==> src/hw/receiver_gain_config_regs.vh <==
/*
 constants for the receive configuration register bank: offsets, field
 positions, reset values and timing counts. assumes a 200 MHz clock.
*/
// What this block does
// - register at 0Bh, resets with gain control, whole-period mode, auto squelch set
// - all three registers reload defaults at power-up and restore-defaults command
// - bit 6 selects differential or split LF inputs to AM and PM
// - bit 3 chooses first eight pulses or whole receive period for gain control
// - bit 2 chooses preset or reset gain control algorithm
// - auto squelch starts 18.88 us after transmit ends, stops at mask timer expiry
// - bit 0 picks mixer clock; single-ended mode always uses internal signal
// - bit 7 puts receiver in low power, bit 5 applies LF to input
// - 0Ch holds AM and PM first-stage gain codes: full, cut steps, boost
// - bit 1 of 0Ch clips first and second stage outputs
// - bit 0 of 0Ch forces -6 dB and widest window; clearing needs receiver restart
// - codes 1h-4h widen digitizer window, 5h-Ah also cut later-stage gain
// - 0Dh values reach gain logic only after reset-receive-gain or restore-defaults command
`ifndef RECEIVER_GAIN_CONFIG_REGS_VH
`define RECEIVER_GAIN_CONFIG_REGS_VH

`define ADDR_RECEIVER_CONTROL_TWO 8'h0b
`define ADDR_FIRST_STAGE_GAIN     8'h0c
`define ADDR_LATER_STAGE_GAIN     8'h0d

`define RESET_RECEIVER_CONTROL_TWO 8'h1a
`define RESET_FIRST_STAGE_GAIN     8'hd8
`define RESET_LATER_STAGE_GAIN     8'h00

`define BIT_LOW_POWER_RECEIVE      7
`define BIT_LOWFREQ_INPUT_SPLIT    6
`define BIT_LOWFREQ_ENABLE         5
`define BIT_GAIN_CONTROL_ENABLE    4
`define BIT_GAIN_WHOLE_PERIOD      3
`define BIT_GAIN_RESET_ALGORITHM   2
`define BIT_AUTO_SQUELCH           1
`define BIT_PHASE_MIXER_CLOCK      0
`define MSB_AM_FIRST_STAGE         7
`define LSB_AM_FIRST_STAGE         5
`define MSB_PM_FIRST_STAGE         4
`define LSB_PM_FIRST_STAGE         2
`define BIT_CLIP_STAGES            1
`define BIT_FORCED_PEER_GAIN_MODE  0
`define MSB_AM_LATER_STAGE         7
`define LSB_AM_LATER_STAGE         4
`define MSB_PM_LATER_STAGE         3
`define LSB_PM_LATER_STAGE         0

`define FIRST_STAGE_BOOST_CODE     3'h7
`define LATER_STAGE_WINDOW_LAST    4'h4
`define LATER_STAGE_CODE_LAST      4'ha

// squelch delay after transmit end
`define SQUELCH_DELAY_PS   18880000
`define CLOCK_PERIOD_PS    5000
`define SQUELCH_DELAY_CYCLES ((`SQUELCH_DELAY_PS + `CLOCK_PERIOD_PS - 1) / `CLOCK_PERIOD_PS)

`endif

==> src/hw/squelch_timer.v <==
/*
 squelch window timer: starts squelch a fixed delay after transmit ends
 and holds it until the mask receive timer expires.
 assumes synchronous pulse inputs and an already synchronised reset.
*/
`timescale 1ns/10ps
`default_nettype none
`include "receiver_gain_config_regs.vh"
module squelch_timer #(
   parameter DELAY = `SQUELCH_DELAY_CYCLES
) (
   // clock and reset
   input  wire clock,
   input  wire rstn,
   // control
   input  wire enable,
   input  wire transmitEnd,
   input  wire maskExpired,
   // result
   output reg  squelchActive
);
   reg [15:0] count;
   reg        waiting;

   //////////////////////////////////////////////////////////////////////
   // delayed squelch start
   always @(posedge clock or negedge rstn) begin
      if (!rstn) begin
         count         <= 16'h0000;
         waiting       <= 1'b0;
         squelchActive <= 1'b0;
      end else if (!enable || maskExpired) begin
         count         <= 16'h0000;
         waiting       <= 1'b0;
         squelchActive <= 1'b0;
      end else if (transmitEnd) begin
         count         <= 16'h0001;
         waiting       <= 1'b1;
         squelchActive <= 1'b0;
      end else if (waiting) begin
         if (count == DELAY[15:0]) begin
            waiting       <= 1'b0;
            squelchActive <= 1'b1;
         end else begin
            count <= count + 16'h0001;
         end
      end
   end
endmodule
`default_nettype wire

==> src/hw/gain_code_decoder.v <==
/*
 decodes one channel's gain codes into stage controls.
 assumes codes held stable by the register bank.
*/
`timescale 1ns/10ps
`default_nettype none
`include "receiver_gain_config_regs.vh"
module gain_code_decoder (
   // codes
   input  wire [2:0] firstCode,
   input  wire [3:0] laterCode,
   input  wire       forcedPeer,
   // decoded
   output wire [2:0] firstCutSteps,
   output wire       firstBoost,
   output wire [2:0] windowSteps,
   output wire [2:0] laterCutSteps,
   output wire       forcedWide
);
   wire [3:0] clamped;
   wire [3:0] laterExcess;

   assign firstBoost    = (firstCode == `FIRST_STAGE_BOOST_CODE);
   assign firstCutSteps = firstBoost ? 3'h0 : firstCode;
   assign clamped = (laterCode > `LATER_STAGE_CODE_LAST) ? `LATER_STAGE_CODE_LAST : laterCode;
   assign windowSteps = (clamped > `LATER_STAGE_WINDOW_LAST) ? 3'h4 : clamped[2:0];
   // stage cut counts the steps above the last window-only code
   assign laterExcess   = clamped - `LATER_STAGE_WINDOW_LAST;
   assign laterCutSteps = (clamped > `LATER_STAGE_WINDOW_LAST) ? laterExcess[2:0] : 3'h0;
   assign forcedWide = forcedPeer;
endmodule
`default_nettype wire

==> src/hw/receiver_gain_config_regs.v <==
/*
 receive configuration register bank with decoded analogue controls.
 assumes a synchronous host port, reads answered one cycle later.
*/
// The address-and-strobe port was left to the implementer.
`timescale 1ns/10ps
`default_nettype none
`include "receiver_gain_config_regs.vh"
module receiver_gain_config_regs (
   // clock and reset
   input  wire       clock,
   input  wire       resetn,
   // host port
   input  wire [7:0] address,
   input  wire [7:0] writeData,
   input  wire       writeStrobe,
   input  wire       readStrobe,
   output reg  [7:0] readData,
   // direct commands and events
   input  wire       restoreDefaults,
   input  wire       resetReceiveGain,
   input  wire       transmitEnd,
   input  wire       maskExpired,
   input  wire       singleEndedMode,
   // receiver controls
   output reg        lowPowerReceive,
   output reg        lowfreqInputSplit,
   output reg        lowfreqEnable,
   output reg        gainControlEnable,
   output reg        gainWholePeriod,
   output reg        gainResetAlgorithm,
   output reg        squelchActive,
   output reg        phaseMixerInternal,
   output reg  [2:0] amFirstCut,
   output reg        amFirstBoost,
   output reg  [2:0] pmFirstCut,
   output reg        pmFirstBoost,
   output reg        clipStages,
   output reg        forcedPeerGainMode,
   output reg  [2:0] amWindowSteps,
   output reg  [2:0] amLaterCut,
   output reg  [2:0] pmWindowSteps,
   output reg  [2:0] pmLaterCut,
   output reg        receiverRestartNeeded
);
   reg        rstMeta;
   reg        rstn;
   reg  [7:0] receiverControlTwo;
   reg  [7:0] firstStageGain;
   reg  [7:0] laterStageGain;
   reg  [7:0] activeLaterGain;
   reg  [7:0] next_readData;
   wire       squelchNow;
   wire       forcedCleared;
   wire [2:0] amCutW;
   wire       amBoostW;
   wire [2:0] amWinW;
   wire [2:0] amLaterW;
   wire [2:0] pmCutW;
   wire       pmBoostW;
   wire [2:0] pmWinW;
   wire [2:0] pmLaterW;

   ////////////////////////////////////////////////////////////////////////
   // reset release
   always @(posedge clock or negedge resetn) begin
      if (!resetn) begin
         rstMeta <= 1'b0;
         rstn    <= 1'b0;
      end else begin
         rstMeta <= 1'b1;
         rstn    <= rstMeta;
      end
   end

   ////////////////////////////////////////////////////////////////////////
   // register writes
   always @(posedge clock or negedge rstn) begin
      if (!rstn) begin
         receiverControlTwo <= `RESET_RECEIVER_CONTROL_TWO;
         firstStageGain     <= `RESET_FIRST_STAGE_GAIN;
         laterStageGain     <= `RESET_LATER_STAGE_GAIN;
      end else if (restoreDefaults) begin
         receiverControlTwo <= `RESET_RECEIVER_CONTROL_TWO;
         firstStageGain     <= `RESET_FIRST_STAGE_GAIN;
         laterStageGain     <= `RESET_LATER_STAGE_GAIN;
      end else if (writeStrobe) begin
         if (address == `ADDR_RECEIVER_CONTROL_TWO) begin
            receiverControlTwo <= writeData;
         end else if (address == `ADDR_FIRST_STAGE_GAIN) begin
            firstStageGain <= writeData;
         end else if (address == `ADDR_LATER_STAGE_GAIN) begin
            laterStageGain <= writeData;
         end
      end
   end

   ////////////////////////////////////////////////////////////////////////
   // load later-stage gain
   always @(posedge clock or negedge rstn) begin
      if (!rstn) begin
         activeLaterGain <= `RESET_LATER_STAGE_GAIN;
      end else if (restoreDefaults) begin
         activeLaterGain <= `RESET_LATER_STAGE_GAIN;
      end else if (resetReceiveGain) begin
         activeLaterGain <= laterStageGain;
      end
   end

   ////////////////////////////////////////////////////////////////////////
   // restart after clearing forced mode
   assign forcedCleared = firstStageGain[`BIT_FORCED_PEER_GAIN_MODE] &&
                          (restoreDefaults ||
                           (writeStrobe && address == `ADDR_FIRST_STAGE_GAIN &&
                            !writeData[`BIT_FORCED_PEER_GAIN_MODE]));

   // set wins over the gain command in the same cycle
   always @(posedge clock or negedge rstn) begin
      if (!rstn) begin
         receiverRestartNeeded <= 1'b0;
      end else if (forcedCleared) begin
         receiverRestartNeeded <= 1'b1;
      end else if (resetReceiveGain) begin
         receiverRestartNeeded <= 1'b0;
      end
   end

   ////////////////////////////////////////////////////////////////////////
   // read path
   always @* begin
      next_readData = 8'h00;
      if (address == `ADDR_RECEIVER_CONTROL_TWO) begin
         next_readData = receiverControlTwo;
      end else if (address == `ADDR_FIRST_STAGE_GAIN) begin
         next_readData = firstStageGain;
      end else if (address == `ADDR_LATER_STAGE_GAIN) begin
         next_readData = laterStageGain;
      end
   end

   always @(posedge clock or negedge rstn) begin
      if (!rstn) begin
         readData <= 8'h00;
      end else if (readStrobe) begin
         readData <= next_readData;
      end else begin
         readData <= 8'h00;
      end
   end

   ////////////////////////////////////////////////////////////////////////
   // squelch and decoders
   squelch_timer u_squelch (
      .clock         (clock),
      .rstn          (rstn),
      .enable        (receiverControlTwo[`BIT_AUTO_SQUELCH]),
      .transmitEnd   (transmitEnd),
      .maskExpired   (maskExpired),
      .squelchActive (squelchNow)
   );

   gain_code_decoder u_am (
      .firstCode     (firstStageGain[`MSB_AM_FIRST_STAGE:`LSB_AM_FIRST_STAGE]),
      .laterCode     (activeLaterGain[`MSB_AM_LATER_STAGE:`LSB_AM_LATER_STAGE]),
      .forcedPeer    (firstStageGain[`BIT_FORCED_PEER_GAIN_MODE]),
      .firstCutSteps (amCutW),
      .firstBoost    (amBoostW),
      .windowSteps   (amWinW),
      .laterCutSteps (amLaterW),
      .forcedWide    ()
   );

   gain_code_decoder u_pm (
      .firstCode     (firstStageGain[`MSB_PM_FIRST_STAGE:`LSB_PM_FIRST_STAGE]),
      .laterCode     (activeLaterGain[`MSB_PM_LATER_STAGE:`LSB_PM_LATER_STAGE]),
      .forcedPeer    (firstStageGain[`BIT_FORCED_PEER_GAIN_MODE]),
      .firstCutSteps (pmCutW),
      .firstBoost    (pmBoostW),
      .windowSteps   (pmWinW),
      .laterCutSteps (pmLaterW),
      .forcedWide    ()
   );

   ////////////////////////////////////////////////////////////////////////
   // registered control outputs
   always @(posedge clock or negedge rstn) begin
      if (!rstn) begin
         lowPowerReceive    <= 1'b0;
         lowfreqInputSplit  <= 1'b0;
         lowfreqEnable      <= 1'b0;
         gainControlEnable  <= 1'b0;
         gainWholePeriod    <= 1'b0;
         gainResetAlgorithm <= 1'b0;
         squelchActive      <= 1'b0;
         phaseMixerInternal <= 1'b0;
         amFirstCut         <= 3'h0;
         amFirstBoost       <= 1'b0;
         pmFirstCut         <= 3'h0;
         pmFirstBoost       <= 1'b0;
         clipStages         <= 1'b0;
         forcedPeerGainMode <= 1'b0;
         amWindowSteps      <= 3'h0;
         amLaterCut         <= 3'h0;
         pmWindowSteps      <= 3'h0;
         pmLaterCut         <= 3'h0;
      end else begin
         lowPowerReceive    <= receiverControlTwo[`BIT_LOW_POWER_RECEIVE];
         lowfreqEnable      <= receiverControlTwo[`BIT_LOWFREQ_ENABLE];
         lowfreqInputSplit  <= receiverControlTwo[`BIT_LOWFREQ_INPUT_SPLIT];
         gainControlEnable  <= receiverControlTwo[`BIT_GAIN_CONTROL_ENABLE];
         gainWholePeriod    <= receiverControlTwo[`BIT_GAIN_WHOLE_PERIOD];
         gainResetAlgorithm <= receiverControlTwo[`BIT_GAIN_RESET_ALGORITHM];
         squelchActive      <= squelchNow;
         phaseMixerInternal <= receiverControlTwo[`BIT_PHASE_MIXER_CLOCK] | singleEndedMode;
         amFirstCut         <= amCutW;
         amFirstBoost       <= amBoostW;
         pmFirstCut         <= pmCutW;
         pmFirstBoost       <= pmBoostW;
         clipStages         <= firstStageGain[`BIT_CLIP_STAGES];
         forcedPeerGainMode <= firstStageGain[`BIT_FORCED_PEER_GAIN_MODE];
         amWindowSteps      <= amWinW;
         amLaterCut         <= amLaterW;
         pmWindowSteps      <= pmWinW;
         pmLaterCut         <= pmLaterW;
      end
   end
endmodule
`default_nettype wire

==> config.mk <==
export PLATFORM = sky130hd
export DESIGN_NAME = receiver_gain_config_regs
export DESIGN_NICKNAME = d
export VERILOG_FILES = /design/src/hw/squelch_timer.v /design/src/hw/gain_code_decoder.v /design/src/hw/receiver_gain_config_regs.v
export VERILOG_INCLUDE_DIRS = /design/src /design/src/hw
export SDC_FILE = /design/constraint.sdc
export NUM_CORES = 1
export LEC_CHECK = 0
export ABC_AREA = 0
export BUFFER_PORTS_ARGS = -buffer_cell sky130_fd_sc_hd__buf_4
export CORE_MARGIN = 3
export CORE_UTILIZATION = 44
export CTS_CLUSTER_SIZE = 10
export DETAILED_ROUTE_END_ITERATION = 6
export GPL_TIMING_DRIVEN = 0
export SLEW_MARGIN = 20
export SYNTH_ARGS = -nofsm -noshare
export SYNTH_HDL_FRONTEND = slang
export SYNTH_HIERARCHICAL = 1
export SYNTH_SLANG_ARGS = --single-unit
==> constraint.sdc <==
create_clock -name clock -period 5.25 [get_ports clock]
set_input_delay 0.525 -clock clock [delete_from_list [all_inputs] [get_ports clock]]
set_output_delay 0.525 -clock clock [all_outputs]
set_load 0.005 [all_outputs]
==> metrics.md, run 1 <==
| Metric | Value |
|---|---|
| Gate power share | under 10% |
| Final std cell area, no fill | between 4000 and 5000 um^2 |
| Number of max-cap violations | 0 |
| Post-synthesis net count | ~390 |
| Starting Density | 46.2% |
| Maximum vdd drop | around 0.00013 V |
| Hold Vio Cnt, Final | 0 |
| CP max stage cell | or3_1 |
| Final worst slack | ~3.4 ns |
| Post-route total power | around 1.2 mW |
| NumNets Final | between 400 and 500 |
| Clock buffer depth | 2 |
| Pwr Density | between 200 and 250 nW/um^2 |
| Post-CTS setup buffer count | 0 |
| Skew-Pair Late Insertion Delay | between 0.3 and 0.4 ns |
| Crit Path Category | register to register |
| Gr usage total | a little under a fifth |
| Cell Area, Synth | ~4000 um^2 |
| Clock-pin slew on the worst setup and hold paths | ~0.090 ns |
| Core area | just under 9000 um^2 |
| Final Setup Violations | 0 |
| CTS Sinks | between 90 and 100 |
| Slowest stage delay, CP | 0.48 ns |
| Final RePlAce weighted congestion | ~0.86 |
| CTS root buffer | clkbuf_8 |
| H-tree Lvls | 3 |
| Setup WS pre-CTS | ~3.4 ns |
| Worst-case reg-to-reg path depth | 4 |
| Slew @ Worst Pin | approximately 0.57 ns |
| Period minus WS final | 1.87 ns |
| Total grt overflow | 0 |
| Final setup TNS | 0 ns |
| Vias in the first global route | 2904 |
| Drt pass-1 iters | 4 |
| CTS Buf Count | 9 |
| Placed Area | approximately 4700 um^2 |
| Via count | 2839 |
| FF-to-FF End | u_squelch/count[15] |
| R2R Path Start | u_squelch/count[2] |
| Die Width | 103 um |
| Sw Share | 24.8% |
| Internal | a little over 0.9 mW |
| Crit-path leading delay family | simple AND/OR/NAND/NOR gates |
| Starting DRT DRC Count | 93 |
| Die Ht | 103 um |
| Share of layout cells above drive strength 1 | 28.5% |
| Pleak | 2.27 nW |
| Vias/cell | 5.20 |
| Routed wire per std cell | 15.8 um |
| Switch Pwr | 0.300 mW |
| Area delta synth->final | 19.5% |
| Final WL | ~8600 um |
| Period utilisation layout | 35.6% |
| Clock power share | 35.0% |
| Worst Clk Skew | 0.0140 ns |
| Slew Limit Fails | 0 |
| Io pins | 64 |
| R2r setup slk | 3.38 ns |
| Startpoint Class | register |
| Syn_area_per_cell | around 11 um^2 |
| Synth Warn # | 6 |
| FMAX | 536 MHz |
| Port buffer count | 61 |
| Critical path cell sequence | nand4_1, or3_1, or4_1, a21oi_1 |
| Layout fillers | 796 |
| Antenna Cells | 0 |
| HPWL after DPL | around 6400 um |
| Die ar. | around 11000 um^2 |
| Post-route ant nets | 0 |
| Arrival time worst endpoint | 2.14 ns |
| First-pass GRT wire length | around 15000 um |
| CTS tree | done |
| Pin count of the biggest net entering global routing | ~50 |
| Critical path required time | about 5.5 ns |
| Max-slew headroom | between 60% and 70% |
| DR DRC count | 0 |
| Worst-path maximum fanout | 8 |
| RSZ-0062 raised after global routing | false |
| Status | completed |
| Worst path bufs/invs | 0 |
| Row Count | 34 |
| Crit end category | register |
| Final Util | 55.2% |
| Seq pwr share | 59.0% |
| Worst Hold Class | register to asynchronous set/reset pin |
| Gate Count Post-Synth | 359 |
| Initial antenna violation count | 0 |
-- metal layers --
metal  global-route usage, %  part of all wire, %  vias to the layer above
li1                        -                    -                     1394
met1                    26.5                   49                     1374
met2                    27.7                   45                       57
met3                    3.52                  4.6                       14
met4                    6.46                  1.8                        0
met5                       0                    0                        -
-- state kept, by name (all words and copies together) (netlist names), 3 cells and up --
name,count
receiverControlTwo,8
firstStageGain,8
pmWindowSteps,3
amFirstCut,3
pmFirstCut,3
activeLaterGain,8
amLaterCut,3
u_squelch/count,16
pmLaterCut,3
laterStageGain,8
readData,8
amWindowSteps,3
-- final cells by class --
type | count | area [um^2] | share of cell area (%)
multi-input cells | 230 | 1630 | 33.3
plain buffers | 20 | 123 | 2.50
flip-flops and latches | 91 | 2290 | 46.6
clock buffers | 10 | 128 | 2.60
inverters | 18 | 67.6 | 1.38
clock inverters | 6 | 40.0 | 0.815
well taps | 108 | 135 | 2.75
repair buffers | 63 | 495 | 10.1
-- repair_timing --
| item | in CTS | in global routing |
|---|---|---|
| hold buffers | 1 | 0 |
| gates resized for setup | 0 | 0 |
| endpoints found under the hold margin | 2 | 0 |
-- layout by cell type (no fill, tap or decap), types with 3 or more instances in the layout --
cell type and instances:
clkbuf_1 9, and3_1 4, o31ai_1 3, a221oi_2 8
nand4_1 7, xor2_1 4, or3_1 6, buf_2 4
a21oi_1 9, clkbuf_8 9, nor2b_1 4, and3b_1 8
nand3_1 6, a311oi_1 4, nor2_2 4, nand2b_1 27
dfrtp_1 83, nor2_1 28, xnor2_1 3, mux2i_1 29
buf_6 4, clkinv_2 3, buf_4 63, inv_1 18
a31oi_1 4, dfstp_2 7, nor4_1 4, a21boi_0 6
nand2_1 18, o21ai_0 14
-- power by group through the flow --
stage | combinational [mW] | clock [mW] | sequential, mW
2_1_floorplan | 0.0370 | 0 | 0.729
6_report | 0.0726 | 0.424 | 0.713
5_1_grt | 0.0815 | 0.476 | 0.715
3_5_place_dp | 0.0729 | 0 | 0.727
4_1_cts | 0.0737 | 0.443 | 0.714
3_3_place_gp | 0.0629 | 0 | 0.733
-- worst register-to-register path: stages, from the launching register on --
cell and delay, ns:
dfrtp_1 0.45, nand4_1 0.28, or3_1 0.48, or4_1 0.43, a21oi_1 0.15
-- per-stage QoR --
stage	hold WS, ns	instances
floorplan	0.229	359
global placement	0.308	528
detailed placement	0.309	529
CTS	0.348	546
global route	0.355	546
finish	0.343	546
-- worst max path at each step --
stage	depth (start not counted)	to	from
2_1_floorplan	0	activeLaterGain[0]	rstn
3_3_place_gp	0	readData[6]	rstn
3_5_place_dp	6	u_squelch/count[2]	u_squelch/count[0]
4_1_cts	6	u_squelch/count[2]	u_squelch/count[0]
5_1_grt	4	u_squelch/count[15]	u_squelch/count[2]
6_report	4	u_squelch/count[15]	u_squelch/count[2]
Power figures use the tool's default switching activity.
==> run 2: changes to the inputs <==
- ABC_AREA: 0 -> 1
- PLACE_DENSITY: not set -> 0.66
- clock period: 5.25 -> 1.6 ns (I/O delays scaled with it)
==> run 2 against run 1 <==
Net effect:
- power grew to 3.8 times the previous value
- sequential power grew to 3.5 times the previous value
- non-clock buffer count is 5 higher
- worst hold slack worse by 0.27 ns
- worst setup slack worse by 3.3 ns
- first-iteration DRC count is 68% higher
- routed wire length is 18% higher
- die area is 6.9% higher
- core utilization is 2.1 points higher
- flip-flop and latch count stayed put
- clock power grew to 3.6 times the previous value
- clock-buffer cell count stayed put
- highest routed layer unchanged
==> metrics.md, run 2 <==
| Metric | Value |
|---|---|
| NumNets Final | 645 (+40%) |
| FF-to-FF End | u_squelch/count[5] |
| Layout fillers | 889 (+12%) |
| Period minus WS final | 1.55 ns (-0.320 ns) |
| Pin count of the biggest net entering global routing | 57 (+16%) |
| FMAX | 646 MHz (+21%) |
| Internal | 3.36 mW (+270%) |
| Worst-path maximum fanout | 7 (-1) |
| Routed wire per std cell | 13.6 um (-14%) |
| Antenna Cells | 0 (unchanged) |
| Worst Clk Skew | 0.00643 ns (-0.00758 ns) |
| Number of max-cap violations | 0 (unchanged) |
| Final std cell area, no fill | 5450 um^2 (+11%) |
| Total grt overflow | 0 (unchanged) |
| Worst Hold Class | primary input to register |
| Clock buffer depth | 2 (unchanged) |
| Final RePlAce weighted congestion | 0.922 (+7.6%) |
| Gr usage total | 18.5% (+0.17 points) |
| Via count | 3706 (+31%) |
| Sw Share | 26.1% (+1.3 points) |
| Starting DRT DRC Count | 156 (+68%) |
| Die ar. | 11300 um^2 (+6.9%) |
| Startpoint Class | register |
| Skew-Pair Late Insertion Delay | 0.35 ns (about the same) |
| Biggest register | u_squelch/count |
| H-tree Lvls | 3 (unchanged) |
| Post-route ant nets | 0 (unchanged) |
| Most common cell after layout, fill and taps aside | nand2_1 |
| Max-slew headroom | 66.2% (+4.5 points) |
| Synth Warn # | 6 (unchanged) |
| Io pins | 64 (unchanged) |
| Clock-pin slew on the worst setup and hold paths | 0.09 ns (about the same) |
| Slew Limit Fails | 0 (unchanged) |
| Period utilisation layout | 96.7% (+61 points) |
| Pleak | 2.90 nW (+28%) |
| Pwr Density | 833 nW/um^2 (+240%) |
| Arrival time worst endpoint | 1.83 ns (-0.31 ns) |
| HPWL after DPL | 7230 um (+13%) |
| Initial antenna violation count | 0 (unchanged) |
| Seq pwr share | 55.1% (-3.9 points) |
| Placed Area | 5050 um^2 (+6.7%) |
| Row Count | 35 (+2.9%) |
| Hold path cells | 3 |
| CTS tree | done |
| Die Width | 106 um (+3.4%) |
| Worst-case reg-to-reg path depth | 10 (+6) |
| Gate power share | 10.9% (+4.9 points) |
| Vias in the first global route | 3640 (+25%) |
| Hold Path Sink | laterStageGain[3] |
| Crit Path Category | register to register |
| Area delta synth->final | 23.6% |
| First-pass GRT wire length | 16900 um (+14%) |
| Slew @ Worst Pin | 0.507 ns (-0.0671 ns) |
| Critical path required time | 1.89 ns (-3.63 ns) |
| Vias/cell | 4.93 (-5.2%) |
| Drt pass-1 iters | 4 (unchanged) |
| Core area | 9500 um^2 (+6.9%) |
| Crit end category | register |
| Final Setup Violations | 0 (unchanged) |
| Syn_area_per_cell | 8.29 um^2 (-28%) |
| Die Ht | 106 um (+3.4%) |
| Post-synthesis net count | 559 (+45%) |
| R2r setup slk | 0.05 ns (-3.33 ns) |
| R2R Path Start | u_squelch/count[0] |
| CTS Buf Count | 9 (unchanged) |
| Starting Density | 46.4% (+0.18 points) |
| Cell Area, Synth | 4410 um^2 (+7.3%) |
| DR DRC count | 0 (unchanged) |
| Clock power share | 33.9% (-1.1 points) |
| Status | completed |
| Final WL | 10200 um (+18%) |
| Maximum vdd drop | 0.000487 V (+270%) |
| Most frequent cells in the layout | 140 x nand2_1, 81 x dfrtp_1, 77 x nand3_1 |
| Final setup TNS | 0 ns (unchanged) |
| Post-route total power | 4.54 mW (+280%) |
| CTS root buffer | clkbuf_8 |
| Switch Pwr | 1.18 mW (+290%) |
| Max FFs per register | 16 (unchanged) |
| Share of layout cells above drive strength 1 | 26.2% (-2.4 points) |
| Gate Count Post-Synth | 532 (+48%) |
| Hold Vio Cnt, Final | 0 (unchanged) |
| Hold Startpoint | writeData[3] |
| Port buffer count | 60 (-1.6%) |
| CTS Sinks | 91 (unchanged) |
-- run 2: area by class of cell --
cell class / count / area (um^2) / share of cell area [%]
buffer: 14 / 90.1 / 1.65
clock buffer: 10 / 128 / 2.34
clock inverter: 6 / 66.3 / 1.22
inverter: 81 / 312 / 5.72
multi-input combinational: 347 / 1800 / 32.9
sequential: 91 / 2290 / 42.1
tap: 129 / 161 / 2.96
timing repair buffer: 74 / 606 / 11.1
-- run 2: worst max-delay path: stages (launching register included) --
cell and delay (ns):
dfrtp_2 0.45, inv_2 0.11, ha_4 0.14, nand3_2 0.09, nor2_4 0.18, nand2_4 0.13
nand2_8 0.11, nand2_8 0.09, inv_8 0.07, nand2_1 0.06, o21ai_2 0.05
-- run 2: repair_timing --
| item | CTS | global route |
|---|---|---|
| pin swaps | 1 | 6 |
| hold endpoints to repair | 3 | 0 |
| endpoints found under the setup margin | 10 | 17 |
| resized for setup | 2 | 15 |
| gates cloned | 0 | 1 |
| setup buffers | 2 | 9 |
| hold buffers | 2 | 0 |
-- run 2: worst max-delay path by stage --
stage	startpoint	end	slack, ns	cells after the start
5_1_grt	u_squelch/count[1]	u_squelch/count[11]	-0.03	10
2_1_floorplan	rstn	activeLaterGain[0]	0.07	0
4_1_cts	u_squelch/count[0]	u_squelch/count[12]	0.02	10
3_3_place_gp	rstn	gainResetAlgorithm	-0.45	0
3_5_place_dp	receiverControlTwo[1]	u_squelch/squelchActive	-0.05	7
6_report	u_squelch/count[0]	u_squelch/count[5]	0.05	10
-- run 2: through the flow --
step / setup WS, ns / hold slack, ns / util, % / cells
2_1_floorplan: 0.0727 / -0.136 / - / 532
3_3_place_gp: -0.451 / -0.0573 / 52.9 / 721
3_5_place_dp: -0.0479 / -0.0546 / 53.2 / 722
4_1_cts: 0.0174 / 0.0559 / 55.7 / 742
5_1_grt: -0.0262 / 0.0592 / 57.4 / 752
6_report: 0.0530 / 0.0741 / 57.4 / 752
-- run 2: metal layers --
metal | vias up | global-route usage (%) | share of wire (%)
li1 | 1838 | - | -
met1 | 1756 | 23.2 | 44
met2 | 94 | 32.2 | 50
met3 | 18 | 4.49 | 4.2
met4 | 0 | 4.44 | 1.6
met5 | - | 0 | 0
-- run 2: power by group through the flow --
stage               Clock (mW)  Sequential, mW  Combinational (mW)
detailed placement           0            2.55               0.444
global placement             0            2.57               0.399
global route              1.69            2.52               0.548
finish                    1.54            2.50               0.497
CTS                       1.58            2.50               0.458
floorplan                    0            2.54               0.233
